--- src/inc/dma_pkg.sv ---
// Purpose: Shared constants and types for the four channel block transfer unit.
// Assumes: A 20 MHz system clock, so one tick is 50 ns.
// Notes: Derived cycle counts round a least time up and a longest time down.

package dma_pkg;

  // ****************************************************************
  // Timing figures and their cycle counts
  // ****************************************************************
  localparam int CLK_NS = 50;
  localparam int MEM_CYCLE_NS = 960;
  localparam int BREAK_MIN_NS = 1200;
  localparam int BREAK_OVH_NS = 240;
  localparam int REQ_SETUP_NS = 570;
  localparam int IO_OP_NS = 1920;
  localparam int MAX_IN_NS = 1890;
  localparam int MAX_OUT_NS = 2640;

  // Least times round up to whole ticks.
  localparam int WORD_CYC = (MEM_CYCLE_NS + CLK_NS - 1) / CLK_NS;
  localparam int OVH_CYC = (BREAK_OVH_NS + CLK_NS - 1) / CLK_NS;
  localparam int BRK_MIN_CYC = (BREAK_MIN_NS + CLK_NS - 1) / CLK_NS;
  localparam int SETUP_CYC = (REQ_SETUP_NS + CLK_NS - 1) / CLK_NS;
  localparam int IO_CYC = (IO_OP_NS + CLK_NS - 1) / CLK_NS;
  // Longest times round down.
  localparam int MAX_IN_CYC = MAX_IN_NS / CLK_NS;
  localparam int MAX_OUT_CYC = MAX_OUT_NS / CLK_NS;

  // ****************************************************************
  // Word layout
  // ****************************************************************
  localparam int WORD_W = 16;
  localparam int ADDR_W = 15;
  localparam int DIR_BIT = 15;
  localparam int FLAG_BIT = 15;
  localparam int FIFO_W = ADDR_W + WORD_W;
  localparam logic [14:0] FIELD_ONES = 15'h7fff;
  localparam logic [15:0] ADDR_RST = 16'h0000;
  localparam logic [15:0] RANGE_RST = 16'h0000;

  // ****************************************************************
  // Instruction codes, channel number in bits 8 to 6
  // ****************************************************************
  localparam logic [15:0] OP_CH_MASK = 16'hfe3f;
  localparam int OP_CH_LSB = 6;
  localparam logic [15:0] OP_LOAD_ADDR = 16'hf014;
  localparam logic [15:0] OP_LOAD_RANGE = 16'hf214;
  localparam logic [15:0] OP_READ_RANGE = 16'hb214;

  // ****************************************************************
  // Transfer sequencer states
  // ****************************************************************
  typedef enum logic [2:0] {
    ST_IDLE = 3'b001,
    ST_OVH = 3'b010,
    ST_XFER = 3'b100
  } xfer_state_e;

endpackage

--- src/inc/fifo_if.sv ---
// Purpose: Push and pop handshakes between the sequencer and its word queue.
// Assumes: Both ends run on the same clock.
// Notes: Valid and ready follow the usual rule; a word moves when both are high.

`timescale 1ns/10ps
`default_nettype none

interface fifo_if #(
  parameter int WIDTH = 31
);
  logic push_valid;
  logic push_ready;
  logic [WIDTH-1:0] push_data;
  logic pop_valid;
  logic pop_ready;
  logic [WIDTH-1:0] pop_data;

  // The queue side.
  modport store (
    input push_valid, push_data, pop_ready,
    output push_ready, pop_valid, pop_data
  );

  // The sequencer side.
  modport user (
    output push_valid, push_data, pop_ready,
    input push_ready, pop_valid, pop_data
  );
endinterface

`default_nettype wire

--- src/rtl/four_channel_block_dma.sv ---
// Purpose: Cycle stealing block transfer unit with up to four channels.
// Assumes: cpu_cycle_end_i, io_* and mem_* are on clk_i; device lines are not.
// Notes: Input words pass a queue before their memory write.

`timescale 1ns/10ps
`default_nettype none

module four_channel_block_dma #(
  parameter int NCH = 4,
  parameter int FIFO_DEPTH = 16
) (
  // Clock and reset.
  input wire logic clk_i,
  input wire logic sys_rst_i,
  // Processor memory cycle and I/O instructions.
  input wire logic cpu_cycle_end_i,
  input wire logic io_strobe_i,
  input wire logic [15:0] io_code_i,
  input wire logic [15:0] acc_i,
  output logic io_done_o,
  output logic acc_load_o,
  output logic [15:0] acc_o,
  output logic break_o,
  // Devices.
  input wire logic [NCH-1:0] dreq_i,
  input wire logic [15:0] dev_data_i,
  input wire logic auto_switch_i,
  output logic [NCH-1:0] dack_o,
  output logic [15:0] dev_data_o,
  output logic [NCH-1:0] end_of_block_signal_o,
  output logic eot_irq_o,
  // Memory.
  output logic mem_rd_o,
  output logic [14:0] mem_rd_addr_o,
  input wire logic [15:0] mem_rdata_i,
  output logic mem_wr_o,
  output logic [14:0] mem_wr_addr_o,
  output logic [15:0] mem_wdata_o,
  input wire logic mem_wr_ready_i
);

  localparam int BRK_MIN_A = dma_pkg::BRK_MIN_CYC;
  localparam int LAT_MAX_A = dma_pkg::MAX_IN_CYC;
  localparam int IO_A = dma_pkg::IO_CYC;

  if (NCH < 1 || NCH > 4) begin : g_bad_nch
    $error("four_channel_block_dma supports one to four channels");
  end

  // ****************************************************************
  // Helpers
  // ****************************************************************
  // Lowest numbered set bit wins, which gives channel 1 precedence.
  function automatic logic [1:0] pick(input logic [NCH-1:0] v);
    logic [1:0] r;
    r = '0;
    for (int i = NCH - 1; i >= 0; i--) begin
      if (v[i]) begin
        r = 2'(i);
      end
    end
    return r;
  endfunction

  // Returns the channel field when the code matches base and the field names a channel, else zero.
  function automatic logic [2:0] code_ch(input logic [15:0] code, input logic [15:0] base);
    logic [2:0] f;
    f = code[dma_pkg::OP_CH_LSB +: 3];
    return (((code & dma_pkg::OP_CH_MASK) == base) && f != 3'h0 && 32'(f) <= NCH) ? f : 3'h0;
  endfunction

  // ****************************************************************
  // State
  // ****************************************************************
  dma_pkg::xfer_state_e st_q;
  logic [4:0] cnt_q;
  logic [1:0] cur_q;
  logic dir_in_q;
  logic break_q;
  logic [NCH-1:0] req_s1_q, req_s2_q;
  logic [15:0] dat_s1_q, dat_s2_q;
  logic [3:0] age_q [NCH];
  logic [15:0] addr_q [NCH];
  logic [15:0] rc_q [NCH];
  logic [NCH-1:0] eob_q;
  logic act_q, eot_q;
  logic [NCH-1:0] dack_q;
  logic [15:0] dev_data_q;
  logic mem_rd_q, wr_q;
  logic [14:0] rd_addr_q, wr_addr_q;
  logic [15:0] wdata_q;
  logic io_busy_q, io_done_q, acc_load_q;
  logic [5:0] io_cnt_q;
  logic [15:0] acc_q;
  logic [7:0] brk_len_q;

  logic [NCH-1:0] qual, burst_q_v;
  logic grant_any, burst_any, done, ovf;
  logic [1:0] grant_ch, burst_ch, io_ch;
  logic [2:0] la_ch, lr_ch, rr_ch;
  logic io_go;

  fifo_if #(.WIDTH(dma_pkg::FIFO_W)) fq ();

  word_fifo #(.WIDTH(dma_pkg::FIFO_W), .DEPTH(FIFO_DEPTH)) u_fifo (
    .clk_i(clk_i),
    .sys_rst_i(sys_rst_i),
    .port(fq.store)
  );

  // ****************************************************************
  // Device line synchronisers
  // ****************************************************************
  // Data is sampled through the same two stages as its request.
  always_ff @(posedge clk_i) begin
    if (sys_rst_i) begin
      req_s1_q <= '0;
      req_s2_q <= '0;
      dat_s1_q <= '0;
      dat_s2_q <= '0;
    end else begin
      req_s1_q <= dreq_i;
      req_s2_q <= req_s1_q;
      dat_s1_q <= dev_data_i;
      dat_s2_q <= dat_s1_q;
    end
  end

  // ****************************************************************
  // Request qualification and arbitration
  // ****************************************************************
  // In auto-switch mode line 1 feeds whichever of the first two setups is active.
  always_comb begin
    for (int c = 0; c < NCH; c++) begin
      logic eff;
      int ln;
      eff = req_s2_q[c];
      ln = c;
      if (auto_switch_i && NCH >= 2 && c < 2) begin
        eff = req_s2_q[0] && (act_q == (c == 1));
        ln = 0;
      end
      // A request counts only after standing the setup time and while the
      // channel is live; input also needs room in the queue.
      qual[c] = eff && (age_q[ln] >= 4'(dma_pkg::SETUP_CYC)) && !eob_q[c]
        && (!addr_q[c][dma_pkg::DIR_BIT] || fq.push_ready);
    end
    burst_q_v = qual & ~(NCH'(1) << cur_q);
  end

  assign grant_any = |qual;
  assign grant_ch = pick(qual);
  assign burst_any = |burst_q_v;
  assign burst_ch = pick(burst_q_v);
  assign done = (st_q == dma_pkg::ST_XFER) && (cnt_q == 5'h00);
  assign ovf = (rc_q[cur_q][14:0] == dma_pkg::FIELD_ONES);

  // Age counts how long each synchronised line has stood; a served line restarts.
  always_ff @(posedge clk_i) begin
    for (int l = 0; l < NCH; l++) begin
      if (sys_rst_i || !req_s2_q[l]) begin
        age_q[l] <= '0;
      end else if (done && ((auto_switch_i && cur_q < 2) ? 0 : int'(cur_q)) == l) begin
        age_q[l] <= '0;
      end else if (age_q[l] < 4'(dma_pkg::SETUP_CYC)) begin
        age_q[l] <= age_q[l] + 4'h1;
      end
    end
  end

  // ****************************************************************
  // Break sequencer
  // ****************************************************************
  // One overhead phase per break, then back to back word slots while requests of channels
  // other than the one just served keep qualifying, so a burst costs the overhead only once.
  always_ff @(posedge clk_i) begin
    if (sys_rst_i) begin
      st_q <= dma_pkg::ST_IDLE;
      cnt_q <= '0;
      cur_q <= '0;
      dir_in_q <= 1'b0;
      break_q <= 1'b0;
      mem_rd_q <= 1'b0;
      rd_addr_q <= '0;
    end else begin
      unique case (st_q)
        dma_pkg::ST_IDLE: begin
          if (cpu_cycle_end_i && grant_any) begin
            st_q <= dma_pkg::ST_OVH;
            cnt_q <= 5'(dma_pkg::OVH_CYC - 1);
            cur_q <= grant_ch;
            dir_in_q <= addr_q[grant_ch][dma_pkg::DIR_BIT];
            break_q <= 1'b1;
          end
        end
        dma_pkg::ST_OVH: begin
          if (cnt_q == 5'h00) begin
            st_q <= dma_pkg::ST_XFER;
            cnt_q <= 5'(dma_pkg::WORD_CYC - 1);
            mem_rd_q <= !dir_in_q;
            rd_addr_q <= addr_q[cur_q][14:0];
          end else begin
            cnt_q <= cnt_q - 5'h01;
          end
        end
        dma_pkg::ST_XFER: begin
          if (cnt_q != 5'h00) begin
            cnt_q <= cnt_q - 5'h01;
          end else if (burst_any) begin
            cnt_q <= 5'(dma_pkg::WORD_CYC - 1);
            cur_q <= burst_ch;
            dir_in_q <= addr_q[burst_ch][dma_pkg::DIR_BIT];
            mem_rd_q <= !addr_q[burst_ch][dma_pkg::DIR_BIT];
            rd_addr_q <= addr_q[burst_ch][14:0];
          end else begin
            st_q <= dma_pkg::ST_IDLE;
            break_q <= 1'b0;
            mem_rd_q <= 1'b0;
          end
        end
        default: begin
          st_q <= dma_pkg::ST_IDLE;
          break_q <= 1'b0;
          mem_rd_q <= 1'b0;
        end
      endcase
    end
  end

  // Acknowledge and output data appear together at the end of each word slot.
  always_ff @(posedge clk_i) begin
    if (sys_rst_i) begin
      dack_q <= '0;
      dev_data_q <= '0;
    end else begin
      dack_q <= done ? (NCH'(1) << cur_q) : '0;
      if (done && !dir_in_q) begin
        dev_data_q <= mem_rdata_i;
      end
    end
  end

  // ****************************************************************
  // Input queue and memory write port
  // ****************************************************************
  assign fq.push_valid = done && dir_in_q;
  assign fq.push_data = {addr_q[cur_q][14:0], dat_s2_q};
  assign fq.pop_ready = !wr_q || mem_wr_ready_i;

  // Holding register keeps the write port straight from flops.
  always_ff @(posedge clk_i) begin
    if (sys_rst_i) begin
      wr_q <= 1'b0;
      wr_addr_q <= '0;
      wdata_q <= '0;
    end else if (fq.pop_valid && fq.pop_ready) begin
      wr_q <= 1'b1;
      wr_addr_q <= fq.pop_data[dma_pkg::FIFO_W-1 -: dma_pkg::ADDR_W];
      wdata_q <= fq.pop_data[dma_pkg::WORD_W-1:0];
    end else if (mem_wr_ready_i) begin
      wr_q <= 1'b0;
    end
  end

  // ****************************************************************
  // Channel counters
  // ****************************************************************
  assign la_ch = code_ch(io_code_i, dma_pkg::OP_LOAD_ADDR);
  assign lr_ch = code_ch(io_code_i, dma_pkg::OP_LOAD_RANGE);
  assign rr_ch = code_ch(io_code_i, dma_pkg::OP_READ_RANGE);
  assign io_go = io_strobe_i && !io_busy_q && ((la_ch | lr_ch | rr_ch) != 3'h0);
  assign io_ch = 2'((la_ch | lr_ch | rr_ch) - 3'h1);

  // Address keeps its direction bit; only the 15 address bits advance.
  // A processor load in the same tick overrides the increment.
  always_ff @(posedge clk_i) begin
    if (sys_rst_i) begin
      for (int c = 0; c < NCH; c++) begin
        addr_q[c] <= dma_pkg::ADDR_RST;
        rc_q[c] <= dma_pkg::RANGE_RST;
      end
    end else begin
      if (done) begin
        addr_q[cur_q][14:0] <= addr_q[cur_q][14:0] + 15'h0001;
        rc_q[cur_q][14:0] <= rc_q[cur_q][14:0] + 15'h0001;
      end
      if (io_go && la_ch != 3'h0) begin
        addr_q[io_ch] <= acc_i;
        rc_q[io_ch] <= dma_pkg::RANGE_RST;
      end
      if (io_go && lr_ch != 3'h0) begin
        rc_q[io_ch][14:0] <= rc_q[io_ch][14:0] | acc_i[14:0];
      end
    end
  end

  // Channels start ended so nothing moves before software sets them up;
  // an overflow in the same tick as a reload still ends the block.
  always_ff @(posedge clk_i) begin
    if (sys_rst_i) begin
      eob_q <= '1;
    end else begin
      if (io_go && la_ch != 3'h0) begin
        eob_q[io_ch] <= 1'b0;
      end
      if (done && ovf) begin
        eob_q[cur_q] <= 1'b1;
      end
    end
  end

  // Auto-switch flips the active setup in the slot that ends the block.
  always_ff @(posedge clk_i) begin
    if (sys_rst_i) begin
      act_q <= 1'b0;
      eot_q <= 1'b0;
    end else if (done && ovf && auto_switch_i && NCH >= 2 && cur_q < 2) begin
      act_q <= !act_q;
      eot_q <= 1'b1;
    end else begin
      eot_q <= 1'b0;
    end
  end

  // ****************************************************************
  // I/O instruction timing and read-back
  // ****************************************************************
  // Effects land at the strobe; completion is reported after two memory cycles.
  always_ff @(posedge clk_i) begin
    if (sys_rst_i) begin
      io_busy_q <= 1'b0;
      io_cnt_q <= '0;
      io_done_q <= 1'b0;
      acc_load_q <= 1'b0;
      acc_q <= '0;
    end else begin
      io_done_q <= 1'b0;
      if (io_go) begin
        io_busy_q <= 1'b1;
        io_cnt_q <= 6'(dma_pkg::IO_CYC - 1);
        acc_load_q <= (rr_ch != 3'h0) && !eob_q[io_ch];
        acc_q <= {1'b1, rc_q[io_ch][14:0]};
      end else if (io_busy_q && io_cnt_q == 6'h00) begin
        io_busy_q <= 1'b0;
        io_done_q <= 1'b1;
      end else if (io_busy_q) begin
        io_cnt_q <= io_cnt_q - 6'h01;
      end
    end
  end

  // Length of the current break, read only by the checks below.
  always_ff @(posedge clk_i) begin
    if (sys_rst_i || !break_q) begin
      brk_len_q <= '0;
    end else if (brk_len_q != 8'hff) begin
      brk_len_q <= brk_len_q + 8'h01;
    end
  end

  // ****************************************************************
  // Checks
  // ****************************************************************
  a_break_min_len: assert property (@(posedge clk_i) disable iff (sys_rst_i)
    $fell(break_q) |-> brk_len_q >= 8'(BRK_MIN_A)) else $error("break shorter than minimum");
  a_take_cycle_end: assert property (@(posedge clk_i) disable iff (sys_rst_i)
    $rose(break_q) |-> $past(cpu_cycle_end_i) && $past(grant_any)) else $error("break not at cycle end");
  a_ch1_first: assert property (@(posedge clk_i) disable iff (sys_rst_i)
    (st_q == dma_pkg::ST_IDLE && cpu_cycle_end_i && qual[0]) |=> cur_q == 2'd0)
    else $error("channel 1 lost arbitration");
  a_word_latency: assert property (@(posedge clk_i) disable iff (sys_rst_i)
    $rose(break_q) |-> ##[1:LAT_MAX_A] done) else $error("word not done in time");
  a_ended_no_grant: assert property (@(posedge clk_i) disable iff (sys_rst_i)
    done |-> !eob_q[cur_q])
    else $error("word moved on an ended channel");
  a_overflow_ends: assert property (@(posedge clk_i) disable iff (sys_rst_i)
    (done && ovf) |=> eob_q[$past(cur_q)] && end_of_block_signal_o[$past(cur_q)])
    else $error("overflow did not end block");
  a_range_step: assert property (@(posedge clk_i) disable iff (sys_rst_i)
    (done && !io_go) |=> rc_q[$past(cur_q)][14:0] == $past(rc_q[cur_q][14:0]) + 15'h0001)
    else $error("range counter did not advance");
  a_load_addr_eff: assert property (@(posedge clk_i) disable iff (sys_rst_i)
    (io_go && la_ch != 3'h0) |=> addr_q[$past(io_ch)] == $past(acc_i) && rc_q[$past(io_ch)] == 16'h0000)
    else $error("load address wrong");
  a_io_two_cycles: assert property (@(posedge clk_i) disable iff (sys_rst_i)
    io_go |=> !io_done_o ##IO_A io_done_o) else $error("instruction timing wrong");
  a_read_at_end: assert property (@(posedge clk_i) disable iff (sys_rst_i)
    (io_go && rr_ch != 3'h0 && eob_q[io_ch]) |=> !acc_load_q) else $error("read range not a no-op");
  a_switch_irq: assert property (@(posedge clk_i) disable iff (sys_rst_i)
    (done && ovf && auto_switch_i && cur_q < 2) |=> eot_irq_o && act_q != $past(act_q))
    else $error("auto-switch missed");

  // ****************************************************************
  // Outputs
  // ****************************************************************
  assign io_done_o = io_done_q;
  assign acc_load_o = acc_load_q;
  assign acc_o = acc_q;
  assign break_o = break_q;
  assign dack_o = dack_q;
  assign dev_data_o = dev_data_q;
  assign end_of_block_signal_o = eob_q;
  assign eot_irq_o = eot_q;
  assign mem_rd_o = mem_rd_q;
  assign mem_rd_addr_o = rd_addr_q;
  assign mem_wr_o = wr_q;
  assign mem_wr_addr_o = wr_addr_q;
  assign mem_wdata_o = wdata_q;

endmodule

`default_nettype wire

--- src/rtl/word_fifo.sv ---
// Purpose: Queue of input words waiting for a memory write slot.
// Assumes: Depth is a power of two, at least two.
// Notes: Pointers carry one extra bit so full and empty are told apart.

`timescale 1ns/10ps
`default_nettype none

module word_fifo #(
  parameter int WIDTH = 31,
  parameter int DEPTH = 16
) (
  // Clock and reset.
  input wire logic clk_i,
  input wire logic sys_rst_i,
  // Queue handshakes.
  fifo_if.store port
);

  localparam int PW = $clog2(DEPTH);

  // ****************************************************************
  // Storage and pointers
  // ****************************************************************
  logic [WIDTH-1:0] mem_q [DEPTH];
  logic [PW:0] wr_q;
  logic [PW:0] rd_q;
  logic push_go;
  logic pop_go;

  if (DEPTH < 2 || (1 << PW) != DEPTH) begin : g_bad_depth
    $error("word_fifo depth must be a power of two of at least two");
  end

  // Full when the pointers differ only in their top bit.
  assign port.push_ready = (wr_q[PW] == rd_q[PW]) || (wr_q[PW-1:0] != rd_q[PW-1:0]);
  assign port.pop_valid = (wr_q != rd_q);
  assign port.pop_data = mem_q[rd_q[PW-1:0]];
  assign push_go = port.push_valid && port.push_ready;
  assign pop_go = port.pop_valid && port.pop_ready;

  // Write side.
  always_ff @(posedge clk_i) begin
    if (sys_rst_i) begin
      wr_q <= '0;
    end else if (push_go) begin
      wr_q <= wr_q + 1'b1;
    end
  end

  // Storage is not reset; only words behind the write pointer are read.
  always_ff @(posedge clk_i) begin
    if (push_go) begin
      mem_q[wr_q[PW-1:0]] <= port.push_data;
    end
  end

  // Read side.
  always_ff @(posedge clk_i) begin
    if (sys_rst_i) begin
      rd_q <= '0;
    end else if (pop_go) begin
      rd_q <= rd_q + 1'b1;
    end
  end

endmodule

`default_nettype wire

--- config.mk ---
export PLATFORM = sky130hd
export DESIGN_NAME = four_channel_block_dma
export DESIGN_NICKNAME = d
export VERILOG_FILES = /design/src/inc/dma_pkg.sv /design/src/inc/fifo_if.sv /design/src/rtl/four_channel_block_dma.sv /design/src/rtl/word_fifo.sv
export SDC_FILE = /design/constraint.sdc
export NUM_CORES = 1
export LEC_CHECK = 0
export ABC_AREA = 1
export BUFFER_PORTS_ARGS = -buffer_cell sky130_fd_sc_hd__buf_2
export CAP_MARGIN = 10
export CORE_AREA = 5 5 250 435
export DETAILED_ROUTE_END_ITERATION = 6
export DIE_AREA = 0 0 255 440
export PLACE_DENSITY = 0.57
export SYNTH_ARGS = -nofsm -noshare
export SYNTH_HDL_FRONTEND = slang
export SYNTH_HIERARCHICAL = 1
export SYNTH_SLANG_ARGS = --single-unit
--- constraint.sdc ---
create_clock -name clk_i -period 13 [get_ports clk_i]
set_clock_uncertainty 0.05 [all_clocks]
set_input_delay 0.65 -clock clk_i [delete_from_list [all_inputs] [get_ports clk_i]]
set_output_delay 0.65 -clock clk_i [all_outputs]
set_load 0.01 [all_outputs]
==> results of run 1 <==
registers in the layout, indices dropped and copies added (netlist names), 5 cells and up, named ones only:
register       flops
acc_o             16
addr_q            64
age_q             16
cnt_q              5
dat_s1_q          16
dat_s2_q          16
dev_data_o        16
io_cnt_q           6
mem_rd_addr_o     15
mem_wdata_o       16
mem_wr_addr_o     15
rc_q              60
u_fifo/mem_q     496
u_fifo/rd_q        5
u_fifo/wr_q        5
synth_stat cells, drive strengths merged:
cell	number
and2	3
nor3	17
o21ai	257
edfxtp	636
buf	119
inv	472
clkinv	3
or2	2
xnor2	6
nor3b	2
nor4	1
nand2	787
ha	19
a32oi	2
dfxtp	167
o211ai	134
nand4	8
o21a	2
nand3	544
a21oi	166
a31oi	17
xor2	10
nand3b	34
a22oi	2
clkbuf	90
nor2	292
critical path: stages, from the launching register on:
cell and delay [ns]:
dfxtp_2 0.48, inv_2 0.56, buf_4 0.45, nand2_1 0.09, nand3_1 0.10, nand2_1 0.13
inv_1 0.57, ha_1 0.31, nand3_1 0.16, nor2_1 0.22, nand2_1 0.15, inv_1 0.15
nand2_1 0.06, nand2_1 0.06, nand2_1 0.04, nor2_1 0.37, nand3_1 0.13, nand2_1 0.11
worst max path at each step:
stage / from / endpoint / slack (ns) / cells after the start
finish: register / addr_q[1][14] / 8.61 / 17
CTS: register / addr_q[1][14] / 8.62 / 17
detailed placement: io_code_i[6] / rc_q[2][10] / 8.13 / 10
global route: register / addr_q[1][14] / 8.32 / 17
global placement: io_code_i[6] / rc_q[2][10] / 8.20 / 10
floorplan: cnt_q[0] / u_fifo/mem_q[11][0] / 8.69 / 12
cells by family after synthesis:
| logic type | synth area share (%) |
|---|---|
| AO/OA/AOI/OAI | 9.02 |
| XOR/XNOR | 0.385 |
| adder cells (fa/ha/maj) | 0.654 |
| buffers and inverters | 7.91 |
| flip-flops | 61.7 |
| AND/OR/NAND/NOR | 20.3 |
per-layer routing:
metal  vias to the layer above  part of all wire (%)
li1                      13000                     -
met1                     12900                    38
met2                       747                    53
met3                       240                   4.8
met4                         4                   3.8
met5                         -                 0.026
area by class of cell:
class	instances	share of cell area [%]
tap	1351	4.13
inverter	475	4.36
timing repair buffer	209	2.89
antenna	1	0.00612
clock buffer	103	5.38
sequential	803	54.9
multi-input combinational	2305	27.3
clock inverter	43	1.07
report_power, final:
group,leakage (nW),internal [W],switching (W)
Clock,1.28,0.00131,0.00102
Combinational,7.72,0.000464,0.00107
Sequential,7.37,0.00294,0.000119
per-stage QoR:
stage                     cells  power, W  worst slack, ns  hold slack (ns)  utilization (%)
final                      5290   0.00693             8.61            0.127             39.1
after global routing       5290   0.00732             8.32           0.0967             39.1
after CTS                  5289   0.00701             8.62           0.0617             39.1
after detailed placement   5143   0.00466             8.13            0.343             36.6
after global placement     5143   0.00464             8.20            0.343             36.6
after floorplan            3792   0.00424             8.69            0.338                -
==> metrics list, run 1 <==
- Counting the buffers created by CTS gives 80.
* Number of nets with antenna violations after routing: 0
- The worst hold path passes through 3 cells.
- Vias per cell: slightly above 5
- VDD sags by at most between 100 and 150 uV.
- Counting every net in the synthesized netlist gives roughly 4000.
- Total wirelength of the detailed-routed design: ~100 mm
* Type of origin of the critical path: register
* Setup repair after global routing missed its margin: false
- Std-Cell Rows: between 150 and 200
- Dividing the final minimum period by the clock period gives between 30% and 40%.
- The initial antenna violation count was 5.
* Met1 demand-to-capacity share in global routing: approximately a fifth
* Number of H-tree branching levels: 3
* Drt first pass iters: 5
- TritonCTS built the clock tree.
- Most frequent standard cell in the layout excluding fill and tap cells: nand2_1
- In the final layout, the multi-input gates occupy ~0.011 mm2.
- Total of cells resized after clock tree synthesis: 0
- At the pin with the least slew margin, the transition time is between 1 and 1.5 ns.
- Hpwl dp: 64.2 mm
- For this design the static power due to leakage is approximately 16 nW.
* Buffers inserted during post-CTS setup optimization: 0
- In this run, distinct cell masters in the synthesized netlist total between 40 and 50.
- In the global route stage, met3 resource usage came out at approximately 3%.
* Max Transition Viols Final: 0
- The worst hold path terminates at dat_s1_q[5].
* Clock network latency to the later pin of the worst-skew pair: 0.67 ns
* Sequential Area: approximately 0.022 mm2
- In this run, the number of DRC markers left after iteration 0 of detailed routing was roughly 1900.
* Number of filler cells placed in the layout: approximately 10000
- Synthesis produced a netlist whose cell count is about 3800.
* Final layout net count: slightly below 4000
* Final Critical Period: between 4 and 5 ns
- The worst register-to-register path ends at addr_q[1][14].
- In the layout the commonest cells are nand2_1 (774), edfxtp_1 (636), nand3_1 (536).
- DRC violations left: 0
- Root cell of the clock tree: clkbuf_16
- The area growth from synthesis to layout is 12.5%.
- The final-report hold violation count was 0.
- In this run the biggest area consumer among cell types represents a little over half of the synthesized area.
- DR vias: 26900
- Routability congestion estimate: 0.899
* Finished layout cell area: approximately 0.04 mm2
* Number of register bits inferred by synthesis: 803
- Across the run, the number of max-cap violations was 0.
- Cell area after placement: between 0.03 and 0.04 mm2
* GRT Overall Usage: ~18%
- STA puts the critical path data required time at 13.48 ns.
- Measured against its own limit, the worst slew margin works out to between 20 and 25%.
- Core box area: approximately 0.10 mm2
* Capturing element type of the critical path: register
* Avg Synthesized Cell Area: approximately 9.6 um2
- Reg2Reg Depth: 17
* Share of the yosys chip area belonging to registers: 61.7%
- Setup violations remaining at the end of the flow were counted as 0.
- For the worst setup path, the data arrival time is between 4 and 5 ns.
- Layer carrying the most global-route usage: met2
- Area of the die: 0.112 mm2
- Fmax: 0.228 GHz
- The initial utilization of the core area, before any placement, comes to roughly a third.
- Along the worst path, the maximum fanout reaches 32.
- In this run the most critical hold path is launched from dev_data_i[5].
* Result of the run: complete, no violations
- The longest clock path from root to sink contains 3 buffers.
* Met2 GRT Util: about a third
- Leading cell types by total area after synthesis: edfxtp_1 (53%), dfxtp_1 (9.2%), nand2_1 (8.0%)
* Clock sink count: between 800 and 900
- CTS Hold Bufs: 0
- Post-route setup TNS: 0 ns
- Vias in the first global route: approximately 26000
- Cell area power density: between 150 and 200 mW/mm2
- The mapped netlist covers about 0.036 mm2.
- Die H: between 400 and 500 um
* Clock-pin slew on the worst setup and hold paths: ~0.06 ns
- For this run the aggregate overflow at the end of global routing stands at 0.
- The biggest area contributor in the post-synthesis netlist is edfxtp_1.
- Proportion of layout cells with a drive suffix above 1: around a tenth
- Entering global routing, the biggest net connects between 200 and 250 pins.
- In this run the count of I/O pins placed on the die edge is around 170.
- The worst hold path belongs to the class in -> reg.
- For flop-to-flop paths, the worst setup slack is around 8.6 ns.
* Width of the die: approximately 260 um
- Per-cell routed wire length: roughly 19 um
- The first global-routing pass estimated 155 mm of wire.
- IO Port Bufs: 165
- Number of synthesis warnings: 6
- By startpoint and endpoint, the worst setup path is classified as reg -> reg.
Note: power is estimated with default switching activity, not from simulation.
==> run 2: changes to the inputs <==
--- a/config.mk
+++ b/config.mk
@@ -5,13 +5,13 @@
 export SDC_FILE = /design/constraint.sdc
 export NUM_CORES = 1
 export LEC_CHECK = 0
-export ABC_AREA = 1
+export ABC_AREA = 0
 export BUFFER_PORTS_ARGS = -buffer_cell sky130_fd_sc_hd__buf_2
 export CAP_MARGIN = 10
-export CORE_AREA = 5 5 250 435
+export CORE_AREA = 5 5 241 419
 export DETAILED_ROUTE_END_ITERATION = 6
-export DIE_AREA = 0 0 255 440
-export PLACE_DENSITY = 0.57
+export DIE_AREA = 0 0 246 424
+export PLACE_DENSITY = 0.59
 export SYNTH_ARGS = -nofsm -noshare
 export SYNTH_HDL_FRONTEND = slang
 export SYNTH_HIERARCHICAL = 1
==> constraint.sdc (replaced) <==
create_clock -name clk_i -period 3.5 [get_ports clk_i]
set_clock_uncertainty 0.05 [all_clocks]
set_input_delay 0.175 -clock clk_i [delete_from_list [all_inputs] [get_ports clk_i]]
set_output_delay 0.175 -clock clk_i [all_outputs]
set_load 0.01 [all_outputs]
==> run 2 against run 1 <==
Combinational power rose by 36%; wire length fell by 15%; total power grew to 3.1 times the previous value; cell count shrank 29%.
==> metrics list, run 2 <==
- Max Transition Viols Final: 0
* Type of the worst setup path: reg -> reg
- STA puts the critical path data required time at approximately 4.0 ns.
- The worst pin sits at a relative slew slack of approximately 32%.
* Number of nets with antenna violations after routing: 0
- Leading cell types by total area after synthesis: edfxtp_1 (57%), mux4_2 (14%), dfxtp_1 (9.9%)
* Count leader, synth: edfxtp_1
- Measured against the total synthesized area, the mux share comes to about 16%.
* Met1 demand-to-capacity share in global routing: 18.4%
- Commonest cells after routing, fill and taps aside: edfxtp_1 (636), nand2_1 (229), mux4_2 (202)
- The share of total power dissipated in the clock network is between 40% and 50%.
- The initial antenna violation count is 1.
* GRT Overall Usage: ~17%
- Type of origin of the critical path: register
* Drt first pass iters: 5
- Effective utilization at floorplan: 34.5%
- Final Hold Violating Endpoints: 0
- Vias per cell: approximately 5.2
- In the routed design, unresolved DRC markers number 0.
- The cell count after synthesis came out at approximately 2100.
- Inserted Clock Buffers: 76
- Leaving out fill and tap cells, the most frequent cell in the layout is edfxtp_1.
- Of the available clock period, the critical path in the final layout requires between 90 and 100%.
- IO Port Bufs: 165
- Cell area power density: around 540 mW/mm2
- Static Leak: 13.0 nW
- Yosys mapped a number of flops with a built-in enable equal to 636.
* Capturing element type of the critical path: register
* Fmax: approximately 0.31 GHz
- Data arrival time of the critical path: about 3.7 ns
- Of the total synthesized cell area, the portion taken by AND, OR, NAND and NOR gates is about 7.7%.
- Counting along the longest clock path gives a buffer depth of 3.
- Layer carrying the most global-route usage: met2
* Proportion of layout cells with a drive suffix above 1: 27.5%
* Avg Synthesized Cell Area: roughly 16 um2
* Commonest cells in the synthesized netlist: edfxtp_1 (636), nand2_1 (229), mux4_2 (202), dfxtp_1 (167), a21oi_1 (86)
* Clock-pin slew on the worst setup and hold paths: ~0.07 ns
- Cell area after synthesis: between 0.03 and 0.04 mm2
- Number of register bits inferred by synthesis: ~800
* Maximum number of pins on one net before global-route repair: between 60 and 70
* Adder and majority cell fraction of the synthesized area: less than 1%
- Prior to clock tree synthesis, the placed netlist has a worst setup slack of -0.0939 ns.
* Core box area: about 0.1 mm2
- Summing the areas of all compound-gate instances in the mapped netlist gives roughly 6.0% of the synthesized area.
* Number of synthesis warnings: 6
- CP Cell Sequence: xnor2_1 -> and4_1 -> nand2_1 -> nor2b_1 -> nor4b_4 -> or4_1 -> o31ai_1 -> o21ai_1 -> a21o_1 -> a211oi_1
- Root cell of the clock tree: clkbuf_16
* Clock network latency to the later pin of the worst-skew pair: approximately 0.66 ns
- Met2 GRT Util: a little under a third
- The tool flagged a number of max-cap violations equal to 0.
* Area of the die: around 0.10 mm2
* Area overhead of the layout relative to synthesis: 18.0%
- Number of filler cells placed in the layout: about 8900
- After synthesis, the largest family of logic cells by area is multiplexers.
- Excluding fillers, the count of instances in the completed layout stands at roughly 3800.
- Worst ir drop on vdd: 442 uV
- On the critical path, the stage with the largest delay is an instance of or4_1.
- Slew @ Worst Pin: between 1 and 1.5 ns
- Sequential Area: approximately 0.022 mm2
- The floorplan has 152 rows.
* Share of the yosys chip area belonging to registers: around two thirds
- Per-cell routed wire length: ~23 um
- The share of total power dissipated in sequential elements is 49.7%.
* Result of the run: complete, no violations
* Hpwl dp: just under 60 mm
* Area used by multi-input combinational logic: roughly 0.011 mm2
- Die H: between 400 and 500 um
- Among all flip-flop cells after synthesis, the most frequent one is edfxtp_1.
- Of all cell types, the one taking the most synthesized area is edfxtp_1.
- TritonCTS built the clock tree.
* Library cells used by synthesis: 79
* Wire length of the first global-routing pass: 132 mm
- The share of synthesized area in the top cell type comes to between 50 and 60%.
- For this design, the sink count on the clock tree is ~800.
* Violation count after the first detailed-route iteration: 1550
* Largest register FFs: around 500
- Routability-driven placement finished with a final weighted congestion of around 0.85.
- Pin placement for this block handled approximately 170 I/O pins.
* Final Critical Period: around 3.2 ns
- DR vias: between 15000 and 20000
- Vias in the first global route: 21200
* Relative contribution of combinational cells to total power: about 9.8%
- Setup repair after global routing missed its margin: true
- Net switching is between 20% and 30% of the power.
- Cell internal power was estimated by the tool at approximately 0.016 W.
- In this run the worst path has a maximum fanout of 7.
- Share of flip-flops with an asynchronous set or reset after synthesis: 0%
* Delay of the slowest critical-path stage: slightly below 0.5 ns
- In the global route stage, met3 resource usage came out at under 10%.
- Total net switching power: approximately 0.005 W
- Number of H-tree branching levels: 3
- Overall overflow remaining after global route: 0
- Worst Hold Class: in -> reg
- The number of nets handed over by synthesis was around 2200.
- Final layout net count: 2476
- Number of instances in the placed design: 3552
* Total wirelength of the detailed-routed design: 87.2 mm
* Width of the die: ~250 um
* Post-Synth XOR/XNOR Area: approximately 1.1%
- Worst-case setup margin in the final layout: roughly 0.26 ns
- Setup violations remaining at the end of the flow were counted as 0.
==> run 2: cell types whose count changed after synthesis, sizes merged, moves of 79 or more <==
cell	previous run	this run
nor2	292	86
nand3	544	22
a21oi	166	87
nand2	787	229
inv	472	31
o21ai	257	52
o211ai	134	5
mux4	0	202
==> run 2: layout make-up <==
class                           count  share of cell area [%]
Clock inverter                     46                    1.37
Timing Repair Buffer              316                    5.91
Sequential cell                   803                    56.6
Multi-Input combinational cell   1155                    26.5
Clock buffer                       96                    5.19
Inverter                           31                   0.293
Antenna cell                        1                 0.00631
Tap cell                         1309                    4.13
==> run 2: per-layer routing <==
metal	vias up	share of wire, %
met5	-	0
met4	0	3.7
met3	164	6.1
met2	675	55
met1	10000	36
li1	8825	-
==> run 2: through the flow <==
step / instance area (um2) / util [%] / TNS, ns / power (W) / hold WS [ns]
after CTS: 39700 / 40.7 / 0 / 0.0216 / 0.0204
after detailed placement: 36400 / 37.4 / -0.447 / 0.0129 / 0.339
after floorplan: 33600 / - / 0 / 0.0123 / 0.253
after global placement: 36400 / 37.4 / -0.168 / 0.0129 / 0.349
final: 39700 / 40.8 / 0 / 0.0213 / 0.0829
after global routing: 39700 / 40.8 / -0.00722 / 0.0221 / 0.0908
==> run 2: logic make-up after synthesis <==
kind of cell | count (synthesis)
buffers and inverters | 148
muxes | 265
adders and majority gates | 19
xor gates and xnor gates | 43
and+or+nand+nor | 523
DFF | 803
AOI/OAI and AO/OA | 305
==> run 2: worst paths after layout <==
check | startpoint | endpoint | slack (ns) | depth (start not counted)
max reg2reg | u_fifo/wr_q[3] | cnt_q[4] | 0.26 | 10
min reg2reg | dat_s1_q[11] | dat_s2_q[11] | 0.39 | 1
max | u_fifo/wr_q[3] | cnt_q[4] | 0.26 | 10
min | io_strobe_i | io_cnt_q[5] | 0.08 | 4
==> run 2: worst max-delay path: cells and delay by family (launching register included) <==
kind | cells | cell delay (ns)
compound gates | 4 | 1.03
simple gates | 5 | 1.42
xor+xnor | 1 | 0.17
flops | 1 | 0.46
==> run 2: power groups by stage <==
stage / Sequential (W) / Clock [W] / Combinational (W)
floorplan: 0.0107 / 0 / 0.00151
global placement: 0.0108 / 0 / 0.00208
detailed placement: 0.0108 / 0 / 0.00209
CTS: 0.0106 / 0.00888 / 0.00215
global route: 0.0106 / 0.00923 / 0.00229
finish: 0.0106 / 0.00863 / 0.00208
==> run 2: what timing repair did <==
item	in CTS	in global routing
resized for setup	0	3
hold buffers	62	0
setup endpoints to repair	0	22
setup buffers	0	0
hold endpoints to repair	136	0
==> run 3: changes to the inputs <==
--- a/config.mk
+++ b/config.mk
@@ -6,12 +6,13 @@
 export NUM_CORES = 1
 export LEC_CHECK = 0
 export ABC_AREA = 0
-export BUFFER_PORTS_ARGS = -buffer_cell sky130_fd_sc_hd__buf_2
 export CAP_MARGIN = 10
 export CORE_AREA = 5 5 241 419
 export DETAILED_ROUTE_END_ITERATION = 6
 export DIE_AREA = 0 0 246 424
-export PLACE_DENSITY = 0.59
+export DONT_BUFFER_PORTS = 1
+export GPL_TIMING_DRIVEN = 0
+export PLACE_DENSITY = 0.57
 export SYNTH_ARGS = -nofsm -noshare
 export SYNTH_HDL_FRONTEND = slang
 export SYNTH_HIERARCHICAL = 1
==> run 3 against run 2 <==
The flow now finishes with violations (DRC); combinational power increased by 2%; first-iteration DRC count rose by 6.3%; sequential power about the same; count of clock-buffer cells in the layout stayed put; utilization is 0.54 points lower; global-route usage is 1.5 points higher; critical path type unchanged; highest routed layer is now met5.
==> metrics list, run 3 (synthesis gave the netlist of run 2 again) <==
* Clock sink count: ~800
- The register with the most flip-flops in the layout has roughly 500 of them.
* Std-Cell Rows: between 150 and 200
- The floorplan step set the die width to 246 um.
- Number of H-tree branching levels: 3
- The worst-case IR drop observed on VDD is 386 uV.
- The top cell types in the final layout, fill and taps aside, are edfxtp_1 (636), nand2_1 (223), mux4_2 (202).
- Area of the die: around 0.10 mm2
- Layer carrying the most global-route usage: met2
- Final Hold Violating Endpoints: 0
- Power spread over the standard cell area amounts to 551 mW/mm2.
* Proportion of layout cells with a drive suffix above 1: 21.7%
- The final layout contains routed wiring with a total length of roughly 97 mm.
* IO Port Bufs: 0
- Worst hold path startpoint: io_code_i[8]
- Largest fanout on the critical path: 20
* Number of buffer and inverter stages on the critical path: 4
* Result of the run: finished, violations left
- Clock tree synthesis selected as its root buffer the cell clkbuf_16.
- TritonCTS built the clock tree.
- Inserted Clock Buffers: just under 80
- Worst Hold Class: in -> reg
- For this design, the slowest cell found on the critical path is and3_2.
* Clock-pin slew on the worst setup and hold paths: ~0.060 ns
- Compared with the post-synthesis result, the final layout area differs by 16.4%.
- Delay of the slowest critical-path stage: ~0.60 ns
- Entering global routing, the biggest net connects 25 pins.
* Source of the critical timing path: cnt_q[0]
- Number of antenna violations at the first check in global routing: 2
- Data on the critical path is required at its endpoint by around 3.8 ns.
- Io pins: roughly 170
- For this configuration, the core starts out at a cell density of 34.5%.
- For the pin with the worst max-slew slack, the measured transition is between 1 and 1.5 ns.
- Static Leak: between 10 and 15 nW
* Vias per cell: between 5 and 6
* Min Hold Slack: 0.0682 ns
* Gate family responsible for the most delay along the worst path: simple AND/OR/NAND/NOR gates
- The routed layout has between 15000 and 20000 vias.
- Once layout is complete, the utilization of the core stands at between 40 and 50%.
- Post-route setup TNS: 0 ns
- The final reports fail on DRC.
* Sequential Area: 0.0224 mm2
* Routability congestion estimate: 0.925
- The critical path goes through inv_1 -> ha_1 -> nor4b_4 -> and3_1 -> inv_1 -> a21oi_2 -> clkbuf_1 -> and3_2 -> buf_12.
- Area used by multi-input combinational logic: 0.0106 mm2
- Vias in the first global route: around 21000
* Worst relative slew slack: about a fifth
- The final critical path takes up between 90% and 100% of the cycle.
- The clock passes through at most 3 buffers.
- Core box area: roughly 0.097 mm2
- Max_cap viols: 0
- Global routing used ~18% of the available tracks.
* Wire length of the first global-routing pass: ~140 mm
- The clock period could shrink to roughly 3.4 ns.
- Data arrival time of the critical path: ~3.7 ns
* Clock network latency to the later pin of the worst-skew pair: approximately 0.66 ns
- Capturing element type of the critical path: register
- Counting the fill cells in the layout gives between 8000 and 9000.
- Leaving out fill and tap cells, the most frequent cell in the layout is edfxtp_1.
- Number of nets with antenna violations after routing: 0
- Setup repair after global routing missed its margin: false
* Max Transition Viols Final: 0
- Type of the worst setup path: reg -> reg
- Final layout net count: between 2000 and 2500
- In this run the critical register-to-register path is launched from cnt_q[0].
* Overall overflow remaining after global route: 0
- Detailed placement ended at an HPWL of 67.7 mm.
- For this run, global-route usage on met2 was measured as 34.5%.
* Drt first pass iters: 7
- Met1 demand-to-capacity share in global routing: a little under a fifth
* Cell repeated most along the worst path: inv_1
- Setup violations remaining at the end of the flow were counted as 0.
- Prior to clock tree synthesis, the placed netlist has a worst setup slack of -0.686 ns.
* Per-cell routed wire length: ~26 um
* Type of origin of the critical path: register
* Violation count after the first detailed-route iteration: approximately 1600
- After layout, the worst setup slack is between 0.08 and 0.09 ns.
- Global routing consumed, on the met3 layer, around 3.8% of the routing resources.
- Measured along the y axis, the die boundary spans ~420 um.
- After detailed routing, the number of remaining DRC violations is 10.
* Power, Total: 0.0216 W
- Static timing analysis puts the maximum clock frequency at just under 0.3 GHz.
==> run 3: final cells by class <==
cell class | instances | area share, %
diodes | 2 | 0.0128
plain buffers | 116 | 1.59
clock inverters | 50 | 1.58
well taps | 1309 | 4.18
inverters | 31 | 0.297
multi-input cells | 1155 | 27.1
flip-flops and latches | 803 | 57.3
repair buffers | 83 | 2.54
clock buffers | 96 | 5.34
==> run 3: path summary, 6_finish.rpt <==
kind         slack (ns)  cells past startpoint             endpoint
max                0.09                      9  u_fifo/mem_q[2][29]
min reg2reg        0.38                      1          req_s2_q[3]
min                0.07                      4            acc_o[14]
max reg2reg        0.09                      9  u_fifo/mem_q[2][29]
==> run 3: routing by layer <==
layer / part of all wire, % / vias up
li1: - / 8620
met5: 0.0083 / -
met1: 34 / 10000
met2: 55 / 741
met4: 5.0 / 2
met3: 6.0 / 248
==> run 3: report_power, final <==
part	total [W]	internal, W	leakage [nW]	switching [W]
Clock	0.00886	0.00507	1.32	0.00379
Sequential	0.0106	0.0104	7.16	0.000187
Combinational	0.00212	0.000997	3.82	0.00112
==> run 3: repair_timing <==
item / 4_1_cts / 5_1_grt
setup buffers: 2 / 1
hold buffers: 62 / 0
pin swaps: 1 / 1
gates resized for setup: 18 / 21
endpoints found under the setup margin: 188 / 91
endpoints found under the hold margin: 176 / 0
==> run 3: stage by stage <==
step / instance area [um2] / cells
after floorplan: 33600 / 2106
after global placement: 35300 / 3415
after detailed placement: 35600 / 3432
after CTS: 39100 / 3642
after global routing: 39200 / 3644
final: 39200 / 3645
==> run 3: worst register-to-register path, delay by kind of cell (launching register included) <==
kind	cells	cell delay [ns]
AO/OA/AOI/OAI	1	0.30
buffers and inverters	4	0.84
adder cells (fa/ha/maj)	1	0.24
flip-flops	1	0.32
AND/OR/NAND/NOR	3	1.30
